<file path="config.mk">
export PLATFORM = sky130hd
export DESIGN_NAME = asf_ctrl
export DESIGN_NICKNAME = d
export VERILOG_FILES = /design/src/hdl/asf_pkg.sv /design/src/hdl/asf_ctrl.sv /design/src/hdl/asf_fastlock_timer.sv
export SDC_FILE = /design/constraint.sdc
export NUM_CORES = 1
export LEC_CHECK = 0
export ABC_AREA = 1
export BUFFER_PORTS_ARGS = -buffer_cell sky130_fd_sc_hd__clkbuf_2
export CAP_MARGIN = 5
export CORE_AREA = 2 2 96 98
export DETAILED_ROUTE_END_ITERATION = 12
export DIE_AREA = 0 0 98 100
export PLACE_DENSITY_LB_ADDON = 0.12
export SLEW_MARGIN = 10
export SYNTH_ARGS = -nofsm -noshare
export SYNTH_HDL_FRONTEND = slang
export SYNTH_SLANG_ARGS = --single-unit
</file>
<file path="constraint.sdc">
create_clock -name i_clk_sys -period 5.4 [get_ports i_clk_sys]
set_input_delay 0.27 -clock i_clk_sys [delete_from_list [all_inputs] [get_ports i_clk_sys]]
set_output_delay 0.27 -clock i_clk_sys [all_outputs]
set_load 0.01 [all_outputs]
</file>
<file path="src/hdl/asf_pkg.sv">
// Constants for the auxiliary synthesizer control-word decode and fastlock block
// Function
// Gain bit picks pump current: clear gives 1 mA, set gives 4 mA.
// Tri-state bit floats the pump output at once, no clock wait.
// Tri-state and power-down bits together pick synchronous or asynchronous power-down.
// Power-down bit 1 powers the synthesizer down, 0 keeps it active.
// Counter-clear bit holds all three counters reset; restart is aligned.
// Host always writes zero into bit 21 of the feedback word.
// Swallow count is bits 6 to 3, any value 0 to 15.
// Main count is bits 20 to 7; host programs only 3 to 16383.
// Prescaler select 0 gives 8/9, 1 gives 16/17.
// Fastlock time-out is bits 14 to 3 of its word, 0 to 4095.
// Time-out 0: pin floats, pump follows gain bit, no automatic fastlock.
// Time-out 1: pin low, pump forced high: manual fastlock.
// Time-out 2: pin driven low, pump follows gain bit.
// Time-out 3: pin driven high, pump follows gain bit.
// Time-out N of 4 or more: pin low, pump high for N events, then release.
// New time-out value is latched only at the next phase-detector event.
// Each 24-bit word is routed by its low three address bits.
// Feedback division equals main count times modulus plus swallow count.
package asf_pkg;
  localparam int WORD_W    = 24;
  localparam int ADDR_W    = 3;
  localparam int SWAL_W    = 4;
  localparam int MAIN_W    = 14;
  localparam int TOC_W     = 12;
  localparam int DIV_W     = 19;

  localparam logic [ADDR_W-1:0] ADDR_REF_PUMP = 3'h3;
  localparam logic [ADDR_W-1:0] ADDR_FEEDBACK = 3'h4;
  localparam logic [ADDR_W-1:0] ADDR_FASTLOCK = 3'h5;

  localparam int BIT_GAIN    = 19;
  localparam int BIT_TRI     = 20;
  localparam int BIT_CLR     = 21;
  localparam int BIT_PRESC   = 22;
  localparam int BIT_PD      = 23;
  localparam int SWAL_LSB    = 3;
  localparam int MAIN_LSB    = 7;
  localparam int TOC_LSB     = 3;

  localparam logic [TOC_W-1:0]  TOC_OFF      = 12'h000;
  localparam logic [TOC_W-1:0]  TOC_MANUAL   = 12'h001;
  localparam logic [TOC_W-1:0]  TOC_GP_LOW   = 12'h002;
  localparam logic [TOC_W-1:0]  TOC_GP_HIGH  = 12'h003;
  localparam logic [TOC_W-1:0]  TOC_ONE      = 12'h001;
  localparam logic [MAIN_W-1:0] MAIN_MIN     = 14'h0003;
  localparam logic [DIV_W-1:0]  MOD_LOW      = 19'h00008;
  localparam logic [DIV_W-1:0]  MOD_HIGH     = 19'h00010;

  typedef enum logic [1:0] {
    ASF_PIN_FLOAT,
    ASF_PIN_LOW,
    ASF_PIN_HIGH
  } asf_pin_e;
endpackage

</file>
<file path="src/hdl/asf_ctrl.sv">
// Auxiliary synthesizer control-word decode and fastlock pin/gain control
`timescale 1ns/100ps
module asf_ctrl
  import asf_pkg::*;
(
  input  wire logic              i_clk_sys,
  input  wire logic              i_rst,
  input  wire logic              i_word_vld,
  input  wire logic [WORD_W-1:0] i_word,
  input  wire logic              i_pd_event,
  output logic                   o_pump_high,
  output logic                   o_pump_tristate,
  output logic                   o_powerdown,
  output logic                   o_pd_async,
  output logic                   o_counter_clear,
  output logic                   o_presc_16,
  output logic      [SWAL_W-1:0] o_swallow,
  output logic      [MAIN_W-1:0] o_main,
  output logic      [DIV_W-1:0]  o_feedback_div,
  output logic                   o_main_illegal,
  output logic      [TOC_W-1:0]  o_active_toc,
  output logic                   o_fastlock_pin_o,
  output logic                   o_fastlock_pin_oe
);
  logic              aux_pump_gain_sel_r;
  logic              aux_pump_tristate_r;
  logic              aux_powerdown_r;
  logic              clear_r;
  logic              presc_r;
  logic [SWAL_W-1:0] swal_r;
  logic [MAIN_W-1:0] main_r;
  logic [TOC_W-1:0]  aux_fastlock_timeout;
  logic              auto_busy;
  logic              ld_ref;
  logic              ld_fb;
  logic              ld_fl;
  logic [ADDR_W-1:0] word_address_bits;
  asf_pin_e          pin_mode;
  logic              force_high;
  logic [DIV_W-1:0]  modulus;

  // ----------------------------------------
  // Word routing
  // ----------------------------------------
  assign word_address_bits = i_word[ADDR_W-1:0];
  // route by address
  assign ld_ref = i_word_vld && (word_address_bits == ADDR_REF_PUMP);
  assign ld_fb  = i_word_vld && (word_address_bits == ADDR_FEEDBACK);
  assign ld_fl  = i_word_vld && (word_address_bits == ADDR_FASTLOCK);

  // ----------------------------------------
  // Reference and pump word
  // ----------------------------------------
  always_ff @(posedge i_clk_sys) begin
    if (i_rst) begin
      aux_pump_gain_sel_r <= 1'b0;
      aux_pump_tristate_r <= 1'b0;
      clear_r             <= 1'b0;
    end else if (ld_ref) begin
      // gain bit
      aux_pump_gain_sel_r <= i_word[BIT_GAIN];
      // tri-state bit
      aux_pump_tristate_r <= i_word[BIT_TRI];
      // counter clear
      clear_r             <= i_word[BIT_CLR];
    end
  end

  // ----------------------------------------
  // Feedback divider word
  // ----------------------------------------
  // Bit 21 is ignored here, so a stray one from the host is harmless
  always_ff @(posedge i_clk_sys) begin
    if (i_rst) begin
      aux_powerdown_r <= 1'b0;
      presc_r         <= 1'b0;
      swal_r          <= '0;
      main_r          <= MAIN_MIN;
    end else if (ld_fb) begin
      // power-down bit
      aux_powerdown_r <= i_word[BIT_PD];
      // prescaler select
      presc_r         <= i_word[BIT_PRESC];
      // swallow field
      swal_r          <= i_word[SWAL_LSB +: SWAL_W];
      // main field
      main_r          <= i_word[MAIN_LSB +: MAIN_W];
    end
  end

  // ----------------------------------------
  // Fastlock word and timer
  // ----------------------------------------
  // time-out field
  assign aux_fastlock_timeout = i_word[TOC_LSB +: TOC_W];

  asf_fastlock_timer #(
    .TW           (TOC_W)
  ) u_timer (
    .i_clk_sys    (i_clk_sys),
    .i_rst        (i_rst),
    .i_pd_event   (i_pd_event),
    .i_load       (ld_fl),
    .i_timeout    (aux_fastlock_timeout),
    .o_active_toc (o_active_toc),
    .o_auto_busy  (auto_busy)
  );

  // ----------------------------------------
  // Pin and gain decode
  // ----------------------------------------
  always_comb begin
    pin_mode   = ASF_PIN_FLOAT;
    force_high = 1'b0;
    case (o_active_toc)
      // disabled, float
      TOC_OFF: begin
        pin_mode = ASF_PIN_FLOAT;
      end
      // manual fastlock
      TOC_MANUAL: begin
        pin_mode   = ASF_PIN_LOW;
        force_high = 1'b1;
      end
      // general low
      TOC_GP_LOW: begin
        pin_mode = ASF_PIN_LOW;
      end
      // general high
      TOC_GP_HIGH: begin
        pin_mode = ASF_PIN_HIGH;
      end
      // automatic fastlock
      default: begin
        pin_mode   = auto_busy ? ASF_PIN_LOW : ASF_PIN_FLOAT;
        force_high = auto_busy;
      end
    endcase
  end

  // Tri-state and power-down act on state directly, with no event wait
  always_comb begin
    // pump level
    o_pump_high       = aux_pump_gain_sel_r;
    // drop to low after time-out only when auto mode, else gain bit unless manual forces high
    if (o_active_toc > TOC_GP_HIGH) begin
      o_pump_high = force_high;
    end else if (force_high) begin
      o_pump_high = 1'b1;
    end
    // immediate tri-state
    o_pump_tristate   = aux_pump_tristate_r;
    // power state
    o_powerdown       = aux_powerdown_r;
    // async when tri-state also set
    o_pd_async        = aux_powerdown_r && aux_pump_tristate_r;
    // hold counters reset
    o_counter_clear   = clear_r || aux_powerdown_r;
    o_fastlock_pin_o  = (pin_mode == ASF_PIN_HIGH);
    o_fastlock_pin_oe = (pin_mode != ASF_PIN_FLOAT);
  end

  // ----------------------------------------
  // Divider setting
  // ----------------------------------------
  assign modulus = presc_r ? MOD_HIGH : MOD_LOW;

  always_ff @(posedge i_clk_sys) begin
    if (i_rst) begin
      o_presc_16     <= 1'b0;
      o_swallow      <= '0;
      o_main         <= MAIN_MIN;
      o_feedback_div <= '0;
      o_main_illegal <= 1'b0;
    end else begin
      o_presc_16     <= presc_r;
      o_swallow      <= swal_r;
      o_main         <= main_r;
      // main times modulus plus swallow
      o_feedback_div <= DIV_W'(DIV_W'(main_r) * modulus + DIV_W'(swal_r));
      // flag forbidden main count
      o_main_illegal <= (main_r < MAIN_MIN);
    end
  end
endmodule

</file>
<file path="src/hdl/asf_fastlock_timer.sv">
// Fastlock time-out counter stepping on phase-detector events
`timescale 1ns/100ps
module asf_fastlock_timer
  import asf_pkg::*;
#(
  parameter int TW = TOC_W
) (
  input  wire logic          i_clk_sys,
  input  wire logic          i_rst,
  input  wire logic          i_pd_event,
  input  wire logic          i_load,
  input  wire logic [TW-1:0] i_timeout,
  output logic      [TW-1:0] o_active_toc,
  output logic               o_auto_busy
);
  // Elaboration check: the decode compares against package codes of the field width
  if (TW != TOC_W) begin
    $error("asf_fastlock_timer: width must match field");
  end

  logic [TW-1:0] pend_r;
  logic          pend_vld_r;
  logic [TW-1:0] cnt_r;

  // ----------------------------------------
  // Pending value
  // ----------------------------------------
  // hold until event
  always_ff @(posedge i_clk_sys) begin
    if (i_rst) begin
      pend_r     <= '0;
      pend_vld_r <= 1'b0;
    end else if (i_load) begin
      pend_r     <= i_timeout;
      pend_vld_r <= 1'b1;
    end else if (i_pd_event) begin
      pend_vld_r <= 1'b0;
    end
  end

  // ----------------------------------------
  // Active value and counter
  // ----------------------------------------
  // latch at event; a write in the event cycle waits for the next one
  always_ff @(posedge i_clk_sys) begin
    if (i_rst) begin
      o_active_toc <= '0;
    end else if (i_pd_event && pend_vld_r) begin
      o_active_toc <= pend_r;
    end
  end

  // count N events
  always_ff @(posedge i_clk_sys) begin
    if (i_rst) begin
      cnt_r <= '0;
    end else if (i_pd_event && pend_vld_r) begin
      cnt_r <= (pend_r > TOC_GP_HIGH) ? pend_r - TOC_ONE : '0;
    end else if (i_pd_event && cnt_r != '0) begin
      cnt_r <= cnt_r - TOC_ONE;
    end
  end

  // Busy from the latching event through N events
  always_ff @(posedge i_clk_sys) begin
    if (i_rst) begin
      o_auto_busy <= 1'b0;
    end else if (i_pd_event && pend_vld_r) begin
      o_auto_busy <= (pend_r > TOC_GP_HIGH);
    end else if (i_pd_event && cnt_r == '0) begin
      o_auto_busy <= 1'b0;
    end
  end
endmodule

</file>
==> results of run 1 <==
-- Yosys cell counts, drive strengths merged --
| library cell | instances | share of area, % |
|---|---|---|
| nand2 | 125 | 9.8 |
| nor2 | 109 | 8.3 |
| dfxtp | 97 | 39 |
| inv | 90 | 6.8 |
| o21ai | 81 | 8.1 |
| a21oi | 63 | 6.3 |
| ha | 43 | 11 |
| nand3 | 36 | 3.6 |
| clkbuf | 20 | 1.5 |
| nand4 | 7 | 0.88 |
| buf | 5 | 0.78 |
| nor3 | 4 | 0.40 |
| xnor2 | 4 | 0.70 |
| xor2 | 4 | 0.70 |
| o211ai | 3 | 0.45 |
| o21bai | 3 | 0.45 |
| a211oi | 2 | 0.30 |
| conb | 2 | 0.15 |
| a21boi | 1 | 0.15 |
| a21o | 1 | 0.15 |
| fa | 1 | 0.40 |
| o21a | 1 | 0.15 |
| or2 | 1 | 0.13 |
-- how the worst min path moves through the flow --
stage	cells after the start	from	to
2_1_floorplan	2	i_word[7]	main_r[0]
3_3_place_gp	2	swal_r[1]	o_swallow[1]
3_5_place_dp	2	swal_r[0]	o_swallow[0]
4_1_cts	3	i_word[23]	o_powerdown
5_1_grt	3	i_word[23]	o_powerdown
6_report	3	i_word[23]	o_powerdown
-- logic make-up (layout without fill, tap and decap cells) --
group,after synthesis,after routing,synth area share (%)
simple gates,282,282,23.1
compound gates,155,155,16.1
buf+inv,115,192,9.06
flops,97,97,38.9
fa+ha+maj,44,44,11.2
xor+xnor,8,8,1.41
other cells,2,10,0.151
-- per-layer routing --
metal / GRT usage, % / routed length, µm
met4: 6.94 / 133
met1: 32.7 / 5440
met2: 38.1 / 5040
met5: 0 / 0
met3: 4.04 / 738
-- sequential cells by signal (all words and copies together) (netlist names) --
register              flops
o_feedback_div           16
main_r                   14
o_main                   14
u_timer.cnt_r            12
u_timer.o_active_toc     12
u_timer.pend_r           12
o_swallow                 4
swal_r                    4
aux_pump_gain_sel_r       1
clear_r                   1
o_main_illegal            1
o_powerdown               1
o_presc_16                1
o_pump_tristate           1
presc_r                   1
u_timer.o_auto_busy       1
u_timer.pend_vld_r        1
-- area by class of cell --
cell class              instances  area, µm²  area share (%)
multi-input cells             499       2620            46.0
flip-flops and latches         97       1940            34.1
clock inverters                 6       91.3            1.60
inverters                      90        338            5.93
clock buffers                   9        124            2.17
well taps                     111        139            2.44
repair buffers                 87        440            7.73
-- per-stage QoR --
stage	util (%)	setup slack (ps)	area, µm²	std cells
after floorplan	-	2690	5020	711
after global placement	61.7	2530	5480	884
after detailed placement	61.7	2430	5480	884
after CTS	64.1	2410	5700	899
after global routing	64.1	2030	5700	899
final	64.1	2380	5700	899
-- power groups by stage --
stage	sequential, mW	combinational (mW)	clock (mW)
floorplan	0.796	0.216	0
global placement	0.794	0.284	0
detailed placement	0.795	0.290	0
CTS	0.779	0.293	0.525
global route	0.785	0.339	0.551
finish	0.779	0.293	0.521
-- worst register-to-register path, cell delays in order (launching register included) --
cell and delay [ps]:
dfxtp_1 890, o21ai_0 220, ha_1 330, ha_1 290, ha_1 360, nand2_1 140, inv_2 50, a21oi_1 110
nand2_1 140, a21oi_1 210, nand2_1 70, nand2_1 60, nor2_1 50
==> results.md, run 1 <==
* Distinct cells, synth at 30
* Syn avg cell area at roughly 7 µm²
* Seq/Total Area, Yosys at 38.9%
* Die X at roughly 98 µm
* Initial DRC Count at approximately 210
* Top delay family on crit path: adder cells
* Routed via count at 4679
* Pre-antenna DRT Iters at 5
* Fin. max-slew vios at 0
* Num CTS Buffers at 9
* Drt total wl at ~11 mm
* Clock Latency Late Sink at 370 ps
* Combinational fraction of design power at 18.4%
* Stages on worst setup path at 12
* Unrepaired setup endpoints after global routing: false
* Most common cell after layout, fill and taps aside: nand2_1
* Relative slew slack at 40.4%
* Filler instances at 856
* Root Driver: clkbuf_8
* Starting Density at a little under three fifths
* Sw frac at about 30%
* Int Pwr at approximately 1.1 mW
* Synthesis Warnings at 0
* First-pass GRT wire length at roughly 19 mm
* Worst Path Class, Setup: reg -> reg
* Hold Crit Class: in -> reg
* Max frequency at between 300 and 400 MHz
* Vias in the first global route at around 4200
* Fin Setup TNS at 0 ps
* Flop-to-flop setup slack at 2380 ps
* IO buf count at 85
* Worst-Margin Slew at 891 ps
* CTS Sinks at 97
* WP buf/inv at 1
* Row cnt at 35
* Worst Skew at ~11 ps
* Hold_ws at 133 ps
* Switching Power at 0.471 mW
* CP max stage cell: dfxtp_1
* CP endpoint kind: flop
* Clk pwr share at 32.7%
* Reg-to-reg startpoint: presc_r
* Pwr Total at approximately 1.6 mW
* # setup viols final at 0
* Layout cells sized above 1 at around 15%
* RR Endpoint: o_feedback_div[14]
* R2R depth at 12
* Pwr/cell area at ~280 nW/µm²
* Worst path most repeated cell: nand2_1
* Hpwl dp at about 8.5 mm
* Synthesized instance count at approximately 700
* Most frequent cells in the layout: nand2_1, nor2_1, dfxtp_1, clkbuf_2, inv_1
* Seq pwr share at just under 50%
* Critical Path Sink: o_feedback_div[14]
* Area delta synth->final at 14.3%
* CP peak stage delay at 890 ps
* Status: finished, final reports clean
* Routed Antenna Nets at 0
* Gr usage total at 23.6%
* I/O Pins at 86
* Period utilisation layout at roughly 56%
* Htree depth at 3
* Largest net degree at the start of global routing at 56
* Drt wl/cell at 12.6 µm
* Core area at 8890 µm²
* CTS tree: built
* Worst-path fanout max at 29
* Final Critical Period at between 3000 and 4000 ps
* Fin. Hold Viols at 0
* Hold buffer count at CTS at 0
* Via-to-Cell Ratio at between 5 and 6
* DRC violations left at 0
* Initial antenna violation count at 0
* Maximum VDD drop at between 0.2 and 0.25 mV
* Yosys reg bits at 97
* Max-cap viol count at 0
* Grt ovf at 0
* Die Y at around 100 µm
* Worst path required time at between 5000 and 6000 ps
* Number of diodes at 0
* WP data arrival at between 3000 and 4000 ps
* CP startpoint: presc_r
* Synth Cell Area at roughly 5000 µm²
* CTS clk-pin slew, worst paths at ~100 ps
* Final nets at 856
* CTS Buffer Depth at 2
* CP Launch Type: flop
* Placer Congestion at slightly below 0.9
* Pleak at 2.96 nW
* Cts repair resizes at 0
* Die area at between 9000 and 10000 µm²
* Cell Chain, Critical Path: o21ai_0 > ha_1 > ha_1 > ha_1 > nand2_1 > inv_2 > a21oi_1 > nand2_1 > a21oi_1 > nand2_1 > nand2_1 > nor2_1
* Post-CTS Setup Inserts at 0
Power figures use the tool's default switching activity.
==> run 2: changes to the inputs <==
--- a/config.mk
+++ b/config.mk
@@ -8,9 +8,9 @@
 export ABC_AREA = 1
 export BUFFER_PORTS_ARGS = -buffer_cell sky130_fd_sc_hd__clkbuf_2
 export CAP_MARGIN = 5
-export CORE_AREA = 2 2 96 98
+export CORE_AREA = 2 2 102 104
 export DETAILED_ROUTE_END_ITERATION = 12
-export DIE_AREA = 0 0 98 100
+export DIE_AREA = 0 0 104 106
 export PLACE_DENSITY_LB_ADDON = 0.12
 export SLEW_MARGIN = 10
 export SYNTH_ARGS = -nofsm -noshare
==> constraint.sdc (replaced) <==
create_clock -name i_clk_sys -period 2.65 [get_ports i_clk_sys]
set_input_delay 0.1325 -clock i_clk_sys [delete_from_list [all_inputs] [get_ports i_clk_sys]]
set_output_delay 0.1325 -clock i_clk_sys [all_outputs]
set_load 0.01 [all_outputs]
==> results.md, run 2 (synthesis gave the netlist of run 1 again) <==
* Status: finished, final reports clean
* Row cnt at 37
* Die Y at 106 µm
* R2R depth at 14
* Hold path startpoint: i_word[7]
* Final Critical Period at about 2500 ps
* CTS Buffer Depth at 2
* Die area at approximately 11000 µm²
* I/O Pins at 86
* RR Endpoint: o_feedback_div[17]
* Placer Congestion at around 0.93
* Reg-to-reg startpoint: presc_r
* CTS tree: built
* Unrepaired setup endpoints after global routing: false
* CP endpoint kind: flop
* Worst-Margin Slew at 861 ps
* Drt wl/cell at 12.8 µm
* Fin Setup TNS at 0 ps
* Grt ovf at 0
* Clock Latency Late Sink at roughly 370 ps
* Max-cap viol count at 0
* CP peak stage delay at 390 ps
* Initial DRC Count at 240
* Pre-CTS WS at just under 80 ps
* WL met3 at 647 µm
* Most frequent cells in the layout: nand2_1, nor2_1, dfxtp_1, clkbuf_2, inv_1
* Hpwl dp at just under 9 mm
* Max Used Layer: met4
* Hold_ws at 19.7 ps
* IO buf count at 85
* Top delay family on crit path: adder cells
* Relative slew slack at between 40% and 50%
* Routed metal-1 wirelength at roughly 5.9 mm
* Final nets at ~860
* DRC violations left at 0
* Stages on worst setup path at 14
* Htree depth at 3
* CP Launch Type: flop
* Worst Path Class, Setup: reg -> reg
* Vias in the first global route at ~4200
* Most common cell after layout, fill and taps aside: nand2_1
* Drt total wl at approximately 12 mm
* Worst-path fanout max at 10
* Routed Antenna Nets at 0
* Worst Hold Depth at 3
* Largest net degree at the start of global routing at 59
* Num CTS Buffers at 9
* Reg with most FFs: o_feedback_div
* Core area at 10000 µm²
* Biggest regs: o_feedback_div (16), main_r (14), o_main (14)
* Worst path required time at around 2900 ps
* Flop-to-flop setup slack at about 190 ps
* CTS Sinks at between 90 and 100
* Area delta synth->final at 16.3%
* Worst Skew at ~7.4 ps
* Root Driver: clkbuf_8
* Largest register FFs at 16
* Cell Chain, Critical Path: buf_4 > nand2_1 > inv_1 > ha_1 > ha_1 > ha_1 > ha_1 > nand3_1 > nand2_1 > nand3_1 > nand3_1 > nand2_1 > nand2_1 > nor2_1
* Fin. max-slew vios at 0
* Fin. Hold Viols at 0
* Period utilisation layout at between 90% and 100%
* Pwr Total at around 3.3 mW
* Layout cells sized above 1 at about 15%
* Routed length on met2 at approximately 5.2 mm
* CP max stage cell: dfxtp_4
* Maximum VDD drop at roughly 0.33 mV
* Routed via count at around 4700
* Die X at ~100 µm
* CTS clk-pin slew, worst paths at around 90 ps
* Hold Crit Class: in -> reg
* Pwr/cell area at 563 nW/µm²
* Final Core Density at about three fifths
* Number of diodes at 0
* # setup viols final at 0
* Worst Hold Endpoint: main_r[0]
* Max frequency at 406 MHz
* Initial antenna violation count at 0
* CP startpoint: presc_r
* Post-route setup slack at roughly 190 ps
* Starting Density at 49.9%
* Gr usage total at 22.2%
* Pleak at 3.00 nW
* First-pass GRT wire length at around 20 mm
* Via-to-Cell Ratio at 5.03
* WP data arrival at 2740 ps
* Pre-antenna DRT Iters at 5
* WP buf/inv at 2
run 2: repair_timing:
item	4_1_cts	5_1_grt
setup endpoints to repair	0	9
endpoints found under the hold margin	1	0
gates resized for setup	0	3
hold buffers	1	0
buffers inserted	0	0
run 2: tightest hold or removal path: stages:
cell and delay [ps]:
clkbuf_2 110, nand2_1 60, o211ai_1 60
run 2: area by class of cell:
cell class,count,area [µm²]
fill,981,4200
sequential,97,1950
timing repair buffer,94,495
clock inverter,6,92.6
clock buffer,9,124
multi-input combinational,499,2640
inverter,90,338
tap,136,170
run 2: per-stage QoR:
stage / instances / area, µm²
floorplan: 711 / 5020
global route: 931 / 5800
finish: 931 / 5800
global placement: 915 / 5560
detailed placement: 915 / 5560
CTS: 931 / 5780
run 2: per-layer routing:
metal / GRT usage (%) / up-vias
li1: - / 2432
met1: 31.1 / 2093
met2: 34.3 / 140
met3: 3.31 / 17
met4: 8.88 / 0
met5: 0 / -
run 2: worst max path at each step:
stage,endpoint,slack [ps]
after floorplan,o_feedback_div[14],30
after global placement,o_feedback_div[14],160
after detailed placement,o_feedback_div[14],80
after CTS,o_feedback_div[14],50
after global routing,o_feedback_div[14],5
final,o_feedback_div[17],190
run 2: where the power goes:
part | internal, mW | switching [mW]
sequential | 1.53 | 0.0520
combinational | 0.232 | 0.386
clock | 0.531 | 0.535
